===== config.mk =====
export PLATFORM = sky130hd
export DESIGN_NAME = eitr_timer
export DESIGN_NICKNAME = d
export VERILOG_FILES = /design/src/core/eitr_pkg.sv /design/src/core/eitr_sync.sv /design/src/core/eitr_timer.sv
export VERILOG_INCLUDE_DIRS = /design/src /design/src/core
export SDC_FILE = /design/constraint.sdc
export NUM_CORES = 1
export LEC_CHECK = 0
export BUFFER_PORTS_ARGS = -buffer_cell sky130_fd_sc_hd__clkbuf_2
export CAP_MARGIN = 25
export CORE_ASPECT_RATIO = 0.75
export CORE_UTILIZATION = 40
export CTS_CLUSTER_DIAMETER = 200
export DETAILED_ROUTE_END_ITERATION = 16
export PLACE_DENSITY = 0.58
export SYNTH_ARGS = -nofsm -noshare
export SYNTH_HDL_FRONTEND = slang
export SYNTH_SLANG_ARGS = --single-unit

===== constraint.sdc =====
create_clock -name mclk_i -period 2.7 [get_ports mclk_i]
set_input_delay 0.27 -clock mclk_i [delete_from_list [all_inputs] [get_ports mclk_i]]
set_output_delay 0.27 -clock mclk_i [all_outputs]
set_load 0.01 [all_outputs]

===== src/core/eitr_cfg.svh =====
`ifndef EITR_CFG_SVH
`define EITR_CFG_SVH
// ------------------------------------------------------------
// register offsets
// ------------------------------------------------------------
`define EITR_ADDR_MODE      8'hD8
`define EITR_ADDR_COUNT     8'hD9
`define EITR_ADDR_IRQ_STAT  8'hDA
`define EITR_ADDR_IRQ_MASK  8'hDB
// ------------------------------------------------------------
// mode field positions and reset values
// ------------------------------------------------------------
`define EITR_BIT_RUN        7
`define EITR_BIT_RATE_HI    6
`define EITR_BIT_RATE_LO    4
`define EITR_BIT_SPD1_X8    3
`define EITR_BIT_SPD0_X8    2
`define EITR_BIT_GREEN_WAKE 1
`define EITR_BIT_RTC        0
`define EITR_MODE_RESET     8'h00
`define EITR_COUNT_RESET    8'h00
`define EITR_COUNT_WRAP     8'hFF
`define EITR_BIT_IRQ        0
// ------------------------------------------------------------
// timing: rtc half second from a 32.768 kHz crystal
// ------------------------------------------------------------
`define EITR_RTC_HZ         32768
`define EITR_RTC_PERIOD_MS  500
`define EITR_RTC_TICKS      ((`EITR_RTC_HZ * `EITR_RTC_PERIOD_MS) / 1000)
`endif


===== src/core/eitr_pkg.sv =====
package eitr_pkg;
  typedef struct packed {
    logic       run;
    logic [2:0] rate;
    logic       spd1_x8;
    logic       spd0_x8;
    logic       green_wake;
    logic       rtc;
  } eitr_mode_t;

  typedef struct packed {
    logic [7:0] addr;
    logic [7:0] wdata;
    logic       wr;
    logic       rd;
  } eitr_bus_t;
endpackage


===== src/core/eitr_sync.sv =====
`timescale 1ns/1ps
`default_nettype none
module eitr_sync
(
  input  wire logic mclk_i,
  input  wire logic reset_i,
  input  wire logic d_i,
  output var  logic q_o
);
  logic stage1;
  // ----------------------------------------------------------
  // two stage synchroniser; stage1 feeds only q_o
  // ----------------------------------------------------------
  always_ff @(posedge mclk_i or posedge reset_i)
  begin
    if (reset_i)
    begin
      stage1 <= 1'b0;
      q_o    <= 1'b0;
    end
    else
    begin
      stage1 <= d_i;
      q_o    <= stage1;
    end
  end
endmodule
`default_nettype wire


===== src/core/eitr_timer.sv =====
// Local design decision: the strobed register port.
`timescale 1ns/1ps
`default_nettype none
`include "eitr_cfg.svh"
module eitr_timer
(
  input  wire logic             mclk_i,
  input  wire logic             reset_i,
  input  wire eitr_pkg::eitr_bus_t bus_i,
  output var  logic [7:0]       rdata_o,
  input  wire logic             instr_tick_i,
  input  wire logic             rtc_xtal_i,
  input  wire logic             green_mode_i,
  output var  logic             irq_o,
  output var  logic             green_wake_req_o,
  output var  logic             first_counter_speed_x8_o,
  output var  logic             second_counter_speed_x8_o,
  output var  logic             first_counter_green_wake_o
);
  import eitr_pkg::*;

  eitr_mode_t mode_control;
  logic [7:0] count_value;
  logic       timer_irq_flag;
  logic       timer_irq_enable;
  logic [7:0] prescale;
  logic [13:0] rtc_ticks;
  logic       xtal_sync;
  logic       xtal_prev;
  logic       xtal_rise;
  logic       count_step;
  logic       rate_hit;
  logic       rtc_hit;
  logic       wrap;
  logic       wr_mode;
  logic       wr_count;
  logic       wr_stat;
  logic       wr_mask;
  logic [7:0] next_rdata;

  // ----------------------------------------------------------
  // crystal input crossing
  // ----------------------------------------------------------
  eitr_sync u_xtal_sync
  (
    .mclk_i  (mclk_i),
    .reset_i (reset_i),
    .d_i     (rtc_xtal_i),
    .q_o     (xtal_sync)
  );

  always_ff @(posedge mclk_i or posedge reset_i)
  begin
    if (reset_i)
      xtal_prev <= 1'b0;
    else
      xtal_prev <= xtal_sync;
  end

  assign xtal_rise = xtal_sync & ~xtal_prev;

  // ----------------------------------------------------------
  // decode
  // ----------------------------------------------------------
  assign wr_mode  = bus_i.wr && (bus_i.addr == `EITR_ADDR_MODE);
  assign wr_count = bus_i.wr && (bus_i.addr == `EITR_ADDR_COUNT);
  assign wr_stat  = bus_i.wr && (bus_i.addr == `EITR_ADDR_IRQ_STAT);
  assign wr_mask  = bus_i.wr && (bus_i.addr == `EITR_ADDR_IRQ_MASK);

  // ----------------------------------------------------------
  // mode register
  // ----------------------------------------------------------
  always_ff @(posedge mclk_i or posedge reset_i)
  begin
    if (reset_i)
      mode_control <= `EITR_MODE_RESET;
    else if (wr_mode)
      mode_control <= bus_i.wdata;
  end

  assign first_counter_speed_x8_o   = mode_control.spd0_x8;
  assign second_counter_speed_x8_o  = mode_control.spd1_x8;
  assign first_counter_green_wake_o = mode_control.green_wake;

  // ----------------------------------------------------------
  // prescaler: held at zero unless running outside rtc mode, tap chosen by rate
  // ----------------------------------------------------------
  always_ff @(posedge mclk_i or posedge reset_i)
  begin
    if (reset_i)
      prescale <= 8'h00;
    else if (!mode_control.run || mode_control.rtc)
      prescale <= 8'h00;
    else if (instr_tick_i)
      prescale <= prescale + 8'h01;
  end

  // code 000 divides by 256, each step halves the divisor
  always_comb
  begin
    rate_hit = 1'b0;
    if (instr_tick_i)
    begin
      case (mode_control.rate)
        3'h0:    rate_hit = (prescale == 8'hFF);
        3'h1:    rate_hit = (prescale[6:0] == 7'h7F);
        3'h2:    rate_hit = (prescale[5:0] == 6'h3F);
        3'h3:    rate_hit = (prescale[4:0] == 5'h1F);
        3'h4:    rate_hit = (prescale[3:0] == 4'hF);
        3'h5:    rate_hit = (prescale[2:0] == 3'h7);
        3'h6:    rate_hit = (prescale[1:0] == 2'h3);
        3'h7:    rate_hit = prescale[0];
        default: rate_hit = 1'b0;
      endcase
    end
  end

  // ----------------------------------------------------------
  // rtc half second divider
  // ----------------------------------------------------------
  // rate and loaded count play no part here, so the period is fixed
  always_ff @(posedge mclk_i or posedge reset_i)
  begin
    if (reset_i)
      rtc_ticks <= 14'h0000;
    else if (!mode_control.run || !mode_control.rtc)
      rtc_ticks <= 14'h0000;
    else if (xtal_rise)
    begin
      if (rtc_ticks == 14'(`EITR_RTC_TICKS - 1))
        rtc_ticks <= 14'h0000;
      else
        rtc_ticks <= rtc_ticks + 14'h0001;
    end
  end

  assign rtc_hit = xtal_rise && (rtc_ticks == 14'(`EITR_RTC_TICKS - 1));

  // ----------------------------------------------------------
  // counter
  // ----------------------------------------------------------
  assign count_step = mode_control.run && (mode_control.rtc ? rtc_hit : rate_hit);
  // in rtc mode the wrap is the divider end, not the counter value
  assign wrap = count_step && (mode_control.rtc || count_value == `EITR_COUNT_WRAP);

  always_ff @(posedge mclk_i or posedge reset_i)
  begin
    if (reset_i)
      count_value <= `EITR_COUNT_RESET;
    else if (wr_count)
      count_value <= bus_i.wdata;
    else if (count_step)
      count_value <= count_value + 8'h01;
  end

  // ----------------------------------------------------------
  // interrupt status and mask
  // ----------------------------------------------------------
  always_ff @(posedge mclk_i or posedge reset_i)
  begin
    if (reset_i)
      timer_irq_flag <= 1'b0;
    else if (wrap)
      timer_irq_flag <= 1'b1;
    else if (wr_stat && bus_i.wdata[`EITR_BIT_IRQ])
      timer_irq_flag <= 1'b0;
  end

  always_ff @(posedge mclk_i or posedge reset_i)
  begin
    if (reset_i)
      timer_irq_enable <= 1'b0;
    else if (wr_mask)
      timer_irq_enable <= bus_i.wdata[`EITR_BIT_IRQ];
  end

  assign irq_o = timer_irq_flag & timer_irq_enable;

  // one cycle pulse on a wrap seen while green
  always_ff @(posedge mclk_i or posedge reset_i)
  begin
    if (reset_i)
      green_wake_req_o <= 1'b0;
    else
      green_wake_req_o <= wrap && mode_control.run && green_mode_i;
  end

  // ----------------------------------------------------------
  // read port
  // ----------------------------------------------------------
  always_comb
  begin
    next_rdata = 8'h00;
    case (bus_i.addr)
      `EITR_ADDR_MODE:     next_rdata = mode_control;
      `EITR_ADDR_COUNT:    next_rdata = count_value;
      `EITR_ADDR_IRQ_STAT: next_rdata = {7'h00, timer_irq_flag};
      `EITR_ADDR_IRQ_MASK: next_rdata = {7'h00, timer_irq_enable};
      default:             next_rdata = 8'h00;
    endcase
  end

  // data stands only in the cycle after the read strobe
  always_ff @(posedge mclk_i or posedge reset_i)
  begin
    if (reset_i)
      rdata_o <= 8'h00;
    else if (bus_i.rd)
      rdata_o <= next_rdata;
    else
      rdata_o <= 8'h00;
  end
endmodule
`default_nettype wire


==> metrics.txt <==
outcome=finished clean; final hold vios=0; DRC errors left=0; total die area=6942 µm²; nets@finish=316; Synth top area share=49.22%; Tot Pwr=1.375 mW; achievable clock frequency=0.4603 GHz; Seq pwr share=59.4%; switching power=0.3522 mW; first-pass GRT wire length=9.701 mm; Final Wtd Congestion=0.8535; synthesis-to-layout area growth=13.82%; peak supply drop=230.7 µV; post-route antenna net violation count=0; HP Class=in2reg; Worst slew margin=64.68%; Ant. Diodes=0; H-tree Lvls=2; most common cell in the netlist=dfrtp_1; largest delay contributor family on the critical path=simple AND/OR/NAND/NOR gates; clock slew at reported path FFs=100 ps; layout cell share with drive strength beyond 1=24.83%; Crit-path slowest cell=or4b_1; Critical Path Fanout Max=8; leak pwr=1.398 nW; cts repair resizes=0; synth cell count leaders=dfrtp_1 (52), nor2_1 (32), o21ai_0 (15); boundary pin count=36; fin. max-slew vios=0; Cell Rows=25; Total Wirelength=5.723 mm; number of synthesized register bits=52; syn nets=278; router iterations before antenna repair=4; clock root cell=clkbuf_8; initial DRC count=108; clk_lat worst skew=320 ps; CTS tree=yes; CTS Buffer Depth=2; hold slack=49.40 ps; fillers=626; number of library cell types mapped by synthesis=49; die width=95.88 µm; critical path class=reg2reg; initial antenna violation count=0; share of flip-flops with an asynchronous set or reset=100.0%; grt ovf=0; Seq/Total Area, Yosys=49.22%; setup_tns=0 ps; Starting Density=41.64%; clock sinks=52; cell accounting for the most synthesized area=dfrtp_1; total core area=6350 µm²; Pwr Density=456.9 nW/µm²; crit share post-route=80.46%; Max Cap Violations=0; CP Cell Sequence=ha_1 > nand3_2 > nor3_2 > and3_1 > nor3_2 > or4b_1 > nand3_1; port bufs=35; RSZ-0062 raised after global routing=false; crit end category=register; via count=2011; synthesized area=2644 µm²; Final Critical Period=2172 ps; Worst EP required=2960 ps; CP Buf/Inv Count=0; TritonCTS Buffers=5; worst-margin pin slew=529.9 ps; Util after Layout=47.39%; Area contributors post-synth=dfrtp_1 (49%), nor2_1 (4.5%), mux2_2 (4.3%), mux2i_1 (3.4%), o21ai_0 (2.8%); Die Height=72.41 µm; synth warn=0; vias in the first global route=1912; Syn Inst Count=251; Post-synth EDFFs=0; largest net degree at the start of global routing=29; logic gate share of total power=6.5%; CP most frequent cell=nor3_2; Final setup viols=0; sw frac=25.61%; top_reg_cell synth=dfrtp_1; clock network power share=34.1%; Critical Path Max Stage Delay=520 ps; via density per instance=5.420; gr usage total=18.71%; dpl hpwl=4.214 mm; syn_area_per_cell=10.53 µm²; Pint=1.023 mW; CP arrival=2430 ps; Worst setup SP type=register; Setup Skew=4.511 ps; routed len/inst=15.43 µm
## layout make-up
type | count | area [µm²] | share of cell area, %
Sequential cell | 52 | 1301 | 43.24
Multi-Input combinational cell | 186 | 1285 | 42.70
Timing Repair Buffer | 40 | 215.2 | 7.152
Tap cell | 81 | 101.3 | 3.368
Clock buffer | 5 | 68.82 | 2.287
Clock inverter | 3 | 22.52 | 0.7484
Inverter | 4 | 15.01 | 0.4990
## through the flow
| stage | cells | area, µm² | setup slack, ps |
|---|---|---|---|
| after floorplan | 251 | 2644 | 739.9 |
| after global placement | 362 | 2908 | 642.8 |
| after detailed placement | 362 | 2908 | 557.6 |
| after CTS | 371 | 3009 | 527.9 |
| after global routing | 371 | 3009 | 362.5 |
| final | 371 | 3009 | 527.5 |
## per-layer routing
layer	wire [µm]	track usage (%)
met3	228	3.983
met4	82	5.473
met5	0	0
met2	2180	23.89
met1	3233	30.82
## path summary, 6_finish.rpt
path                                         start            endpoint  cells after the start  slack (ps)
worst min register to register  u_xtal_sync.stage1     u_xtal_sync.q_o                      0         360
max in group asynchronous                  reset_i      count_value[7]                      4        1890
worst max-delay path                  rtc_ticks[0]      count_value[5]                      7         530
worst min-delay path                    rtc_xtal_i  u_xtal_sync.stage1                      1          50
worst max register to register        rtc_ticks[0]      count_value[5]                      7         530
min in group asynchronous                  reset_i      count_value[0]                      4         530
## power by group through the flow
stage | clock [mW] | combinational (mW) | sequential (mW)
after floorplan | 0 | 0.0544 | 0.826
after global placement | 0 | 0.0892 | 0.831
after detailed placement | 0 | 0.0908 | 0.831
after CTS | 0.486 | 0.0922 | 0.816
after global routing | 0.510 | 0.102 | 0.820
final | 0.469 | 0.0898 | 0.816
## sequential cells by signal, summed over array words and instances (netlist names), 5 cells and up
register      flops
count_value       8
mode_control      5
prescale          8
rdata_o           8
rtc_ticks        14
## what timing repair did
action	CTS	global route
buffers inserted	0	0
endpoints found under the setup margin	0	0
hold endpoints to repair	24	0
hold buffers	1	0
## cells by family after synthesis
logic type,synth area share (%)
multiplexers,8.519
buffers and inverters,2.176
XOR/XNOR,3.975
adder cells (fa/ha/maj),1.893
flip-flops,49.22
AND/OR/NAND/NOR,21.86
AO/OA/AOI/OAI,12.35
## cells in the final DEF, fill, tap and decap left out, types with 5 or more instances in the layout
cell type and instances:
o31ai_1 10, a21oi_1 8, o21ai_0 15, nand2_1 11
dfrtp_1 52, mux2i_1 9, nand4_1 7, nand3_1 14
mux2_2 10, clkbuf_8 5, and3_1 8, nor2_1 32
xor2_1 8, clkbuf_2 35
Note: power is estimated with default switching activity, not from simulation.
